[config.mk]
export PLATFORM = sky130hd
export DESIGN_NAME = pmc_top
export DESIGN_NICKNAME = d
export VERILOG_FILES = /design/src/hdl/pmc_pkg.sv /design/src/hdl/pmc_button.sv /design/src/hdl/pmc_top.sv
export VERILOG_INCLUDE_DIRS = /design/src /design/src/hdl
export SDC_FILE = /design/constraint.sdc
export NUM_CORES = 1
export LEC_CHECK = 0
export BUFFER_PORTS_ARGS = -buffer_cell sky130_fd_sc_hd__buf_2
export CAP_MARGIN = 20
export CORE_ASPECT_RATIO = 0.75
export CORE_MARGIN = 2
export CORE_UTILIZATION = 55
export DETAILED_ROUTE_END_ITERATION = 6
export PLACE_DENSITY = 0.78
export REMOVE_ABC_BUFFERS = 1
export SYNTH_ARGS = -nofsm -noshare
export SYNTH_HDL_FRONTEND = slang
export SYNTH_SLANG_ARGS = --single-unit
[constraint.sdc]
create_clock -name ref_clk_in -period 5.8 [get_ports ref_clk_in]
set_input_delay 0.58 -clock ref_clk_in [delete_from_list [all_inputs] [get_ports ref_clk_in]]
set_output_delay 0.58 -clock ref_clk_in [all_outputs]
set_load 0.01 [all_outputs]
[src/hdl/pmc_cfg.svh]
/*
 Constants for the printer mechanism control block.
 Assumes a 25 MHz ref_clk_in and inputs synchronous to it.
*/
// How it works
// - Both stepper windings energised while moving
// - Leading phase by quarter cycle sets direction
// - Column position from three transducer pulse trains
// - Home relay change starts precise optical homing
// - Nine vertical head pins fired per column
// - Paper feed single lines, forward only
// - Feed motor stopped by reed relay pulses
// - Paper end near inhibits printing following lines
// - Selector picks pin feed or roll paper
// - Online lamp lit; press goes off line
// - Form feed off line: top of form, carriage left
// - Form feed also clears paper out inhibit
// - Form set off line: set top, self test
`ifndef PMC_CFG_SVH
`define PMC_CFG_SVH
`define PMC_CLK_MHZ        25
`define PMC_DEBOUNCE_US    5000
`define PMC_DEBOUNCE_CYC   (`PMC_DEBOUNCE_US * `PMC_CLK_MHZ)
`define PMC_STEP_US        400
`define PMC_STEP_CYC       (`PMC_STEP_US * `PMC_CLK_MHZ)
`define PMC_FIRE_US        300
`define PMC_FIRE_CYC       (`PMC_FIRE_US * `PMC_CLK_MHZ)
`define PMC_COL_W          8
`define PMC_LINE_W         8
`define PMC_FORM_LINES     66
`define PMC_HOME_COL       8'h00
`define PMC_PHASE_FWD      2'h1
`define PMC_PHASE_REV      2'h3
`endif

[src/hdl/pmc_pkg.sv]
/*
 Types shared by the printer mechanism control block.
 Assumes nothing of its surroundings.
*/
package pmc_pkg;
    typedef enum logic [2:0] {
        PMC_IDLE, PMC_HOMING, PMC_MOVE, PMC_FEED, PMC_TEST
    } pmc_state_t;
endpackage

[src/hdl/pmc_button.sv]
/*
 Debounced button with a one-cycle press pulse.
 Assumes a level input synchronous to ref_clk_in, active high.
*/
`timescale 1ns/100ps
`default_nettype none
`include "pmc_cfg.svh"
module pmc_button #(
    parameter int CNT = `PMC_DEBOUNCE_CYC
) (
    // Clock and reset
    input  wire logic ref_clk_in,
    input  wire logic rst_in,
    // Button
    input  wire logic raw_in,
    output logic      press_out
);
    if (CNT < 1)
        $error("CNT must be at least 1");
    localparam int CW = $clog2(CNT + 1);
    logic [CW-1:0] cnt;
    logic          sync0;
    logic          sync1;
    logic          level;
    // Two flop synchroniser
    always_ff @(posedge ref_clk_in)
    begin
        if (rst_in)
        begin
            sync0 <= 1'b0;
            sync1 <= 1'b0;
        end
        else
        begin
            sync0 <= raw_in;
            sync1 <= sync0;
        end
    end
    // Stable level accepted after CNT cycles, pulse on rise
    always_ff @(posedge ref_clk_in)
    begin
        if (rst_in)
        begin
            cnt       <= '0;
            level     <= 1'b0;
            press_out <= 1'b0;
        end
        else
        begin
            press_out <= 1'b0;
            if (sync1 == level)
                cnt <= '0;
            else if (cnt == CW'(CNT - 1))
            begin
                cnt       <= '0;
                level     <= sync1;
                press_out <= sync1;
            end
            else
                cnt <= cnt + 1'b1;
        end
    end
endmodule
`default_nettype wire

[src/hdl/pmc_top.sv]
/*
 Printer mechanism control: carriage stepper, position, homing, head,
 line feed, paper out and operator panel.
 Assumes all inputs synchronous to ref_clk_in; panel presses arrive as
 levels on the panel connectors.
*/
`timescale 1ns/100ps
`default_nettype none
`include "pmc_cfg.svh"
module pmc_top #(
    parameter int DEBOUNCE_CYC = `PMC_DEBOUNCE_CYC,
    parameter int STEP_CYC     = `PMC_STEP_CYC,
    parameter int FIRE_CYC     = `PMC_FIRE_CYC
) (
    // Clock and reset
    input  wire logic        ref_clk_in,
    input  wire logic        rst_in,
    // Host commands
    input  wire logic        move_req_in,
    input  wire logic        move_dir_in,
    input  wire logic [7:0]  target_col_in,
    input  wire logic        print_req_in,
    input  wire logic [8:0]  print_dots_in,
    input  wire logic        line_feed_req_in,
    input  wire logic        host_online_req_in,
    // Mechanism sense
    input  wire logic        transducer_pulse_a_in,
    input  wire logic        transducer_pulse_b_in,
    input  wire logic        transducer_pulse_c_in,
    input  wire logic        home_relay_in,
    input  wire logic        feed_reed_in,
    input  wire logic        paper_low_in,
    input  wire logic        pin_feed_sel_in,
    input  wire logic        paginate_mark_in,
    // Panel connectors
    input  wire logic        panel_online_request_connector_in,
    input  wire logic        panel_form_set_in,
    input  wire logic        panel_form_feed_in,
    // Drive outputs
    output logic [1:0]       phase_out,
    output logic [8:0]       head_pins_out,
    output logic             feed_motor_out,
    output logic             online_led_out,
    // Status
    output logic             online_out,
    output logic             inhibit_out,
    output logic             homed_out,
    output logic             busy_out,
    output logic             self_test_out,
    output logic [7:0]       column_out,
    output logic [7:0]       line_out,
    output logic [7:0]       top_line_out
);
    if (STEP_CYC < 2 || FIRE_CYC < 1)
        $error("step or fire count too small");
    localparam int SW = $clog2(STEP_CYC + 1);
    localparam int FW = $clog2(FIRE_CYC + 1);
    pmc_pkg::pmc_state_t state;
    logic [SW-1:0] step_cnt;
    logic [FW-1:0] fire_cnt;
    logic [1:0]    quad;
    logic          dir;
    logic          reed_q;
    logic          home_q;
    logic          a_q;
    logic [7:0]    next_line;
    logic          ff_pending;
    logic          p_online;
    logic          p_set;
    logic          p_feed;
    logic          next_homing;
    logic          step_tick;
    logic          reed_edge;
    logic          paper_end;
    // Panel buttons
    pmc_button #(.CNT(DEBOUNCE_CYC)) u_online (.ref_clk_in(ref_clk_in),
        .rst_in(rst_in), .raw_in(panel_online_request_connector_in),
        .press_out(p_online));
    pmc_button #(.CNT(DEBOUNCE_CYC)) u_set (.ref_clk_in(ref_clk_in),
        .rst_in(rst_in), .raw_in(panel_form_set_in), .press_out(p_set));
    pmc_button #(.CNT(DEBOUNCE_CYC)) u_feed (.ref_clk_in(ref_clk_in),
        .rst_in(rst_in), .raw_in(panel_form_feed_in), .press_out(p_feed));
    // Event decodes
    assign step_tick   = (step_cnt == SW'(STEP_CYC - 1));
    assign reed_edge   = feed_reed_in ^ reed_q;
    // Selector chooses which detector output means paper end
    assign paper_end   = pin_feed_sel_in ? paginate_mark_in
                                         : paper_low_in;
    assign next_homing = home_relay_in ^ home_q;
    assign busy_out    = (state != pmc_pkg::PMC_IDLE);
    assign online_led_out = online_out;
    // Next line number, wrapping at the form length
    assign next_line   = (line_out == 8'(`PMC_FORM_LINES - 1)) ? 8'h00
                                                               : line_out + 1'b1;
    // Input edge history
    always_ff @(posedge ref_clk_in)
    begin
        if (rst_in)
            {reed_q, home_q, a_q} <= 3'h0;
        else
            {reed_q, home_q, a_q} <= {feed_reed_in, home_relay_in,
                                      transducer_pulse_a_in};
    end
    // Step timer
    always_ff @(posedge ref_clk_in)
    begin
        if (rst_in || step_tick)
            step_cnt <= '0;
        else
            step_cnt <= step_cnt + 1'b1;
    end
    // Quadrature phase pattern; index realigned to the windings when idle
    always_ff @(posedge ref_clk_in)
    begin
        if (rst_in)
        begin
            quad      <= 2'h0;
            phase_out <= 2'h0;
        end
        else if (state == pmc_pkg::PMC_MOVE || state == pmc_pkg::PMC_HOMING)
        begin
            if (step_tick)
                quad <= quad + (dir ? `PMC_PHASE_REV : `PMC_PHASE_FWD);
            phase_out <= {quad[1], quad[1] ^ quad[0]};
        end
        else
            quad <= {phase_out[1], phase_out[1] ^ phase_out[0]};
    end
    // Column counting from transducer pulses
    always_ff @(posedge ref_clk_in)
    begin
        if (rst_in)
            column_out <= `PMC_HOME_COL;
        else if (state == pmc_pkg::PMC_HOMING && transducer_pulse_c_in)
            column_out <= `PMC_HOME_COL;
        else if (transducer_pulse_a_in && !a_q)
        begin
            // Pulse b level gives sense of travel
            if (transducer_pulse_b_in)
                column_out <= column_out - 1'b1;
            else
                column_out <= column_out + 1'b1;
        end
    end
    // Main sequencer
    always_ff @(posedge ref_clk_in)
    begin
        if (rst_in)
        begin
            state         <= pmc_pkg::PMC_HOMING;
            dir           <= 1'b1;
            homed_out     <= 1'b0;
            feed_motor_out <= 1'b0;
            ff_pending    <= 1'b0;
            self_test_out <= 1'b0;
        end
        else
        begin
            case (state)
                pmc_pkg::PMC_IDLE:
                begin
                    self_test_out <= 1'b0;
                    if (!online_out && p_feed)
                    begin
                        ff_pending <= 1'b1;
                        state      <= pmc_pkg::PMC_FEED;
                    end
                    else if (!online_out && p_set)
                        state <= pmc_pkg::PMC_TEST;
                    else if (line_feed_req_in)
                        state <= pmc_pkg::PMC_FEED;
                    else if (move_req_in && target_col_in != column_out)
                    begin
                        dir   <= move_dir_in;
                        state <= pmc_pkg::PMC_MOVE;
                    end
                end
                pmc_pkg::PMC_MOVE:
                    if (column_out == target_col_in)
                        state <= pmc_pkg::PMC_IDLE;
                pmc_pkg::PMC_HOMING:
                    if (transducer_pulse_c_in && home_q != home_relay_in)
                    begin
                        homed_out <= 1'b1;
                        state     <= pmc_pkg::PMC_IDLE;
                    end
                    else if (transducer_pulse_c_in && homed_out)
                        state <= pmc_pkg::PMC_IDLE;
                    else if (next_homing)
                        homed_out <= 1'b1;
                pmc_pkg::PMC_FEED:
                begin
                    feed_motor_out <= 1'b1;
                    if (reed_edge && feed_motor_out)
                    begin
                        feed_motor_out <= 1'b0;
                        if (ff_pending && next_line != top_line_out)
                            state <= pmc_pkg::PMC_FEED;
                        else
                        begin
                            ff_pending <= 1'b0;
                            dir        <= 1'b1;
                            state      <= ff_pending ? pmc_pkg::PMC_HOMING
                                                     : pmc_pkg::PMC_IDLE;
                        end
                    end
                end
                pmc_pkg::PMC_TEST:
                begin
                    self_test_out <= 1'b1;
                    state         <= pmc_pkg::PMC_IDLE;
                end
                default:
                    state <= pmc_pkg::PMC_IDLE;
            endcase
        end
    end
    // Line and top of form tracking
    always_ff @(posedge ref_clk_in)
    begin
        if (rst_in)
            {line_out, top_line_out} <= 16'h0000;
        else
        begin
            if (state == pmc_pkg::PMC_FEED && reed_edge && feed_motor_out)
                line_out <= next_line;
            if (state == pmc_pkg::PMC_IDLE && !online_out && p_set)
                top_line_out <= line_out;
        end
    end
    // On line control, paper out inhibit
    always_ff @(posedge ref_clk_in)
    begin
        if (rst_in)
            {online_out, inhibit_out} <= 2'h0;
        else
        begin
            if (p_online && online_out)
                online_out <= 1'b0;
            else if (host_online_req_in)
                online_out <= 1'b1;
            // Set wins over the clear by a form feed press
            if (paper_end && line_feed_req_in)
                inhibit_out <= 1'b1;
            else if (p_feed && !online_out && !paper_end)
                inhibit_out <= 1'b0;
        end
    end
    // Head pin firing, one column of nine dots
    always_ff @(posedge ref_clk_in)
    begin
        if (rst_in)
            {fire_cnt, head_pins_out} <= '0;
        else if (fire_cnt != '0)
        begin
            fire_cnt <= fire_cnt - 1'b1;
            if (fire_cnt == FW'(1))
                head_pins_out <= 9'h000;
        end
        else if (print_req_in && !inhibit_out && state == pmc_pkg::PMC_MOVE)
        begin
            fire_cnt      <= FW'(FIRE_CYC);
            head_pins_out <= print_dots_in;
        end
    end
endmodule
`default_nettype wire

==> results.py <==
metrics = {
    "cells_and_area": {
        "mostFrequentLayoutCell": "dfxtp_1",
        "final_cell_count_no_fill": 1013,
        "area_delta_synth_final_pct": 17.6,
        "antenna_cells": 0,
        "final_nets": 888,
        "mostFrequentLayoutCells": "dfxtp_1, nor2_1, buf_2, nand2_1, nand3_1",
        "final.fill_count": 924,
        "drive_above_1_share": 0.137,
    },
    "timing": {
        "tightest_slew_ns": 0.969,
        "rsz0062_at_grt": "false",
        "slew_headroom": 0.353,
        "finalCriticalPeriod_ns": 2.64,
        "worst_hold_slack_ns": 0.367,
        "final-max-slew-violation-count": 0,
        "finalSetupTns_ns": 0,
        "clock.fmax_ghz": 0.379,
        "setup_viol": 0,
        "period_share": 0.454,
        "hold_violations": 0,
        "skew_ns": 0.00810,
    },
    "setup_path": {
        "critPathKind": "reg2reg",
        "end_kind": "flop",
        "startpoint_type": "flop",
        "slowest_stage": "nor4_2",
        "critPathArrivalTime_ns": 2.90,
        "crit_buf_inv": 0,
        "cp_max_fo": 10,
        "timing.rr.start": "line_out[0]",
        "cpPeakStageDelay_ns": 0.70,
        "r2r_cells": 7,
        "crit_path_cell_trace": "ha_1 > nand4bb_1 > nor4_2 > mux2i_1 > nand4_1 > o31ai_1 > a211oi_1",
        "rr_endpoint": "ff_pending",
        "cp.required_ns": 6.07,
        "worst-r2r-setup-slack_ns": 3.16,
        "path_delay_family": "simple AND/OR/NAND/NOR gates",
        "crit_cells": 7,
    },
    "yosys": {
        "synth_top_flop_cell": "dfxtp_1",
        "synth-seq-cells": 140,
        "syn_inst": 769,
        "syn_avg_cell_area_um2": 8.41,
        "ys_seq_area_frac": 0.433,
        "syn-cell-area_mm2": 0.00647,
        "synth_edf_count": 0,
        "netlist-cell-type-count": 58,
        "async_flop_share": 0,
        "yosysWarningCount": 0,
    },
    "detailed_routing": {
        "wl_per_cell_um": 14.1,
        "vias": 5610,
        "drt_iter0_drc": 442,
        "viasPerCell": 5.54,
        "drtPass1Iterations": 5,
        "wl_um": 14300,
        "drc_errors": 0,
        "final_antenna_net_count": 0,
    },
    "clocking": {
        "cts_sinks": 140,
        "cts-resized-gates": 0,
        "cts_setup_buffers": 0,
        "numCtsBuffers": 17,
        "cts_root_buf": "clkbuf_16",
        "path_clk_slew_ns": 0.06,
        "htree_levels": 4,
        "clk_latency_ns": 0.42,
        "clock_path_buffers": 2,
        "cts_hold_buffers": 0,
        "cts_tree": "done",
    },
    "power": {
        "pwr-share-comb": 0.177,
        "clkPwrFrac": 0.431,
        "p_per_area_mw_per_mm2": 366,
        "p_int_mw": 2.01,
        "peakVddDrop_v": 0.000242,
        "p_seq_frac": 0.392,
        "p_leak_nw": 2.89,
        "switching_share": 0.276,
        "p_switching_mw": 0.767,
    },
    "min_path": {
        "holdPathStages": 2,
        "worstHoldStart": "panel_form_set_in",
        "worstHoldEndpoint": "u_set.sync0",
        "worstHoldPathType": "in2reg",
    },
    "global_route": {
        "grt_pass1_wl_um": 23700,
        "grt_pass1_vias": 5224,
        "overflow": 0,
        "grt_start_max_net_pins": 42,
        "groute.usage.overall": 0.231,
        "antenna_found_initial": 0,
    },
    "place": {
        "io_buffers": 76,
        "gp_congestion": 0.860,
        "place_inst": 981,
        "place_hpwl_um": 9760,
    },
    "die": {
        "dieArea_mm2": 0.0127,
        "die_h_um": 97.9,
        "initial_core_util": 0.561,
        "fp.dieW_um": 129,
        "core_mm2": 0.0115,
        "ios": 77,
        "row_count": 34,
    },
    "status": {
        "run_status": "complete, no violations",
    },
    "job": {
        "drv_cap": 0,
    },
}
==> flip-flops by register name, summed over array words and instances, names as in the netlist, 2 cells and up <==
| name | cells |
|---|---|
| column_out | 8 |
| fire_cnt | 13 |
| head_pins_out | 9 |
| line_out | 8 |
| phase_out | 2 |
| quad | 2 |
| state | 3 |
| step_cnt | 14 |
| top_line_out | 8 |
| u_feed.cnt | 17 |
| u_online.cnt | 17 |
| u_set.cnt | 17 |
==> cells by family (layout without fill, tap and decap cells) <==
family | count (synthesis) | count (layout) | share of synthesized area
simple gates | 368 | 368 | 0.278
xor+xnor | 92 | 92 | 0.125
compound gates | 99 | 99 | 0.0911
flops | 140 | 140 | 0.433
buf+inv | 47 | 129 | 0.0298
fa+ha+maj | 15 | 15 | 0.0302
mux | 8 | 8 | 0.0126
==> per-layer routing <==
| metal | global-route usage | wire length (um) | vias up |
|---|---|---|---|
| li1 | - | - | 2794 |
| met1 | 0.302 | 6490 | 2630 |
| met2 | 0.370 | 6810 | 160 |
| met3 | 0.0521 | 713 | 26 |
| met4 | 0.0920 | 249 | 0 |
| met5 | 0 | 0 | - |
==> through the flow <==
stage	util	setup slack, ns	total power [mW]	area, um2
2_1_floorplan	-	3.54	1.46	6350
3_3_place_gp	0.602	3.35	1.57	6940
3_5_place_dp	0.602	3.20	1.59	6940
4_1_cts	0.660	3.17	2.79	7600
5_1_grt	0.660	2.96	2.90	7600
6_report	0.660	3.16	2.78	7600
==> worst register-to-register path, delay by kind of cell (launching register included) <==
| family | cells | cell delay, ns |
|---|---|---|
| simple gates | 3 | 0.99 |
| compound gates | 2 | 0.52 |
| flops | 1 | 0.50 |
| mux | 1 | 0.26 |
| fa+ha+maj | 1 | 0.22 |
==> how the worst max path moves through the flow <==
stage / to / startpoint / slack (ns)
after floorplan: head_pins_out[0] / fire_cnt[8] / 3.54
after global placement: ff_pending / line_out[0] / 3.35
after detailed placement: ff_pending / line_out[0] / 3.20
after CTS: ff_pending / line_out[0] / 3.17
after global routing: ff_pending / line_out[0] / 2.96
final: ff_pending / line_out[0] / 3.16
==> synthesized netlist by cell type (3+ instances only) <==
| cell | count | area, um2 |
|---|---|---|
| nand3b_1 | 6 | 45.0 |
| o21ai_0 | 17 | 85.1 |
| nand2b_1 | 5 | 31.3 |
| dfxtp_1 | 140 | 2800 |
| buf_1 | 4 | 15.0 |
| nor4_1 | 11 | 68.8 |
| and3_1 | 11 | 68.8 |
| nor2b_1 | 13 | 81.3 |
| or3_1 | 7 | 43.8 |
| or4_1 | 6 | 45.0 |
| buf_2 | 4 | 20.0 |
| nor3_1 | 26 | 130 |
| xor2_1 | 52 | 455 |
| ha_1 | 14 | 175 |
| xnor2_1 | 40 | 350 |
| and2_1 | 3 | 18.8 |
| inv_1 | 19 | 71.3 |
| nor2_1 | 131 | 492 |
| nor3b_1 | 4 | 30.0 |
| o211ai_1 | 4 | 30.0 |
| a31oi_1 | 3 | 18.8 |
| nand2_1 | 61 | 229 |
| a211oi_1 | 8 | 60.1 |
| mux2i_1 | 7 | 70.1 |
| nand4_1 | 11 | 68.8 |
| nand3_1 | 55 | 275 |
| clkbuf_1 | 18 | 67.6 |
| a21oi_1 | 50 | 250 |
| nor4b_1 | 5 | 43.8 |
==> final cells by class <==
| class | instances | area [um2] | area share |
|---|---|---|---|
| Multi-Input combinational cell | 582 | 3470 | 0.457 |
| Sequential cell | 140 | 2800 | 0.369 |
| Clock buffer | 22 | 474 | 0.0624 |
| Timing Repair Buffer | 78 | 395 | 0.0520 |
| Tap cell | 162 | 203 | 0.0267 |
| Clock inverter | 10 | 186 | 0.0245 |
| Inverter | 19 | 71.3 | 0.00938 |
==> power groups by stage <==
stage	Sequential (mW)	Clock, mW	Combinational (mW)
after floorplan	1.10	0	0.356
after global placement	1.10	0	0.465
after detailed placement	1.11	0	0.483
after CTS	1.09	1.21	0.489
after global routing	1.10	1.25	0.555
final	1.09	1.20	0.491
(Power assumes the default switching activity.)
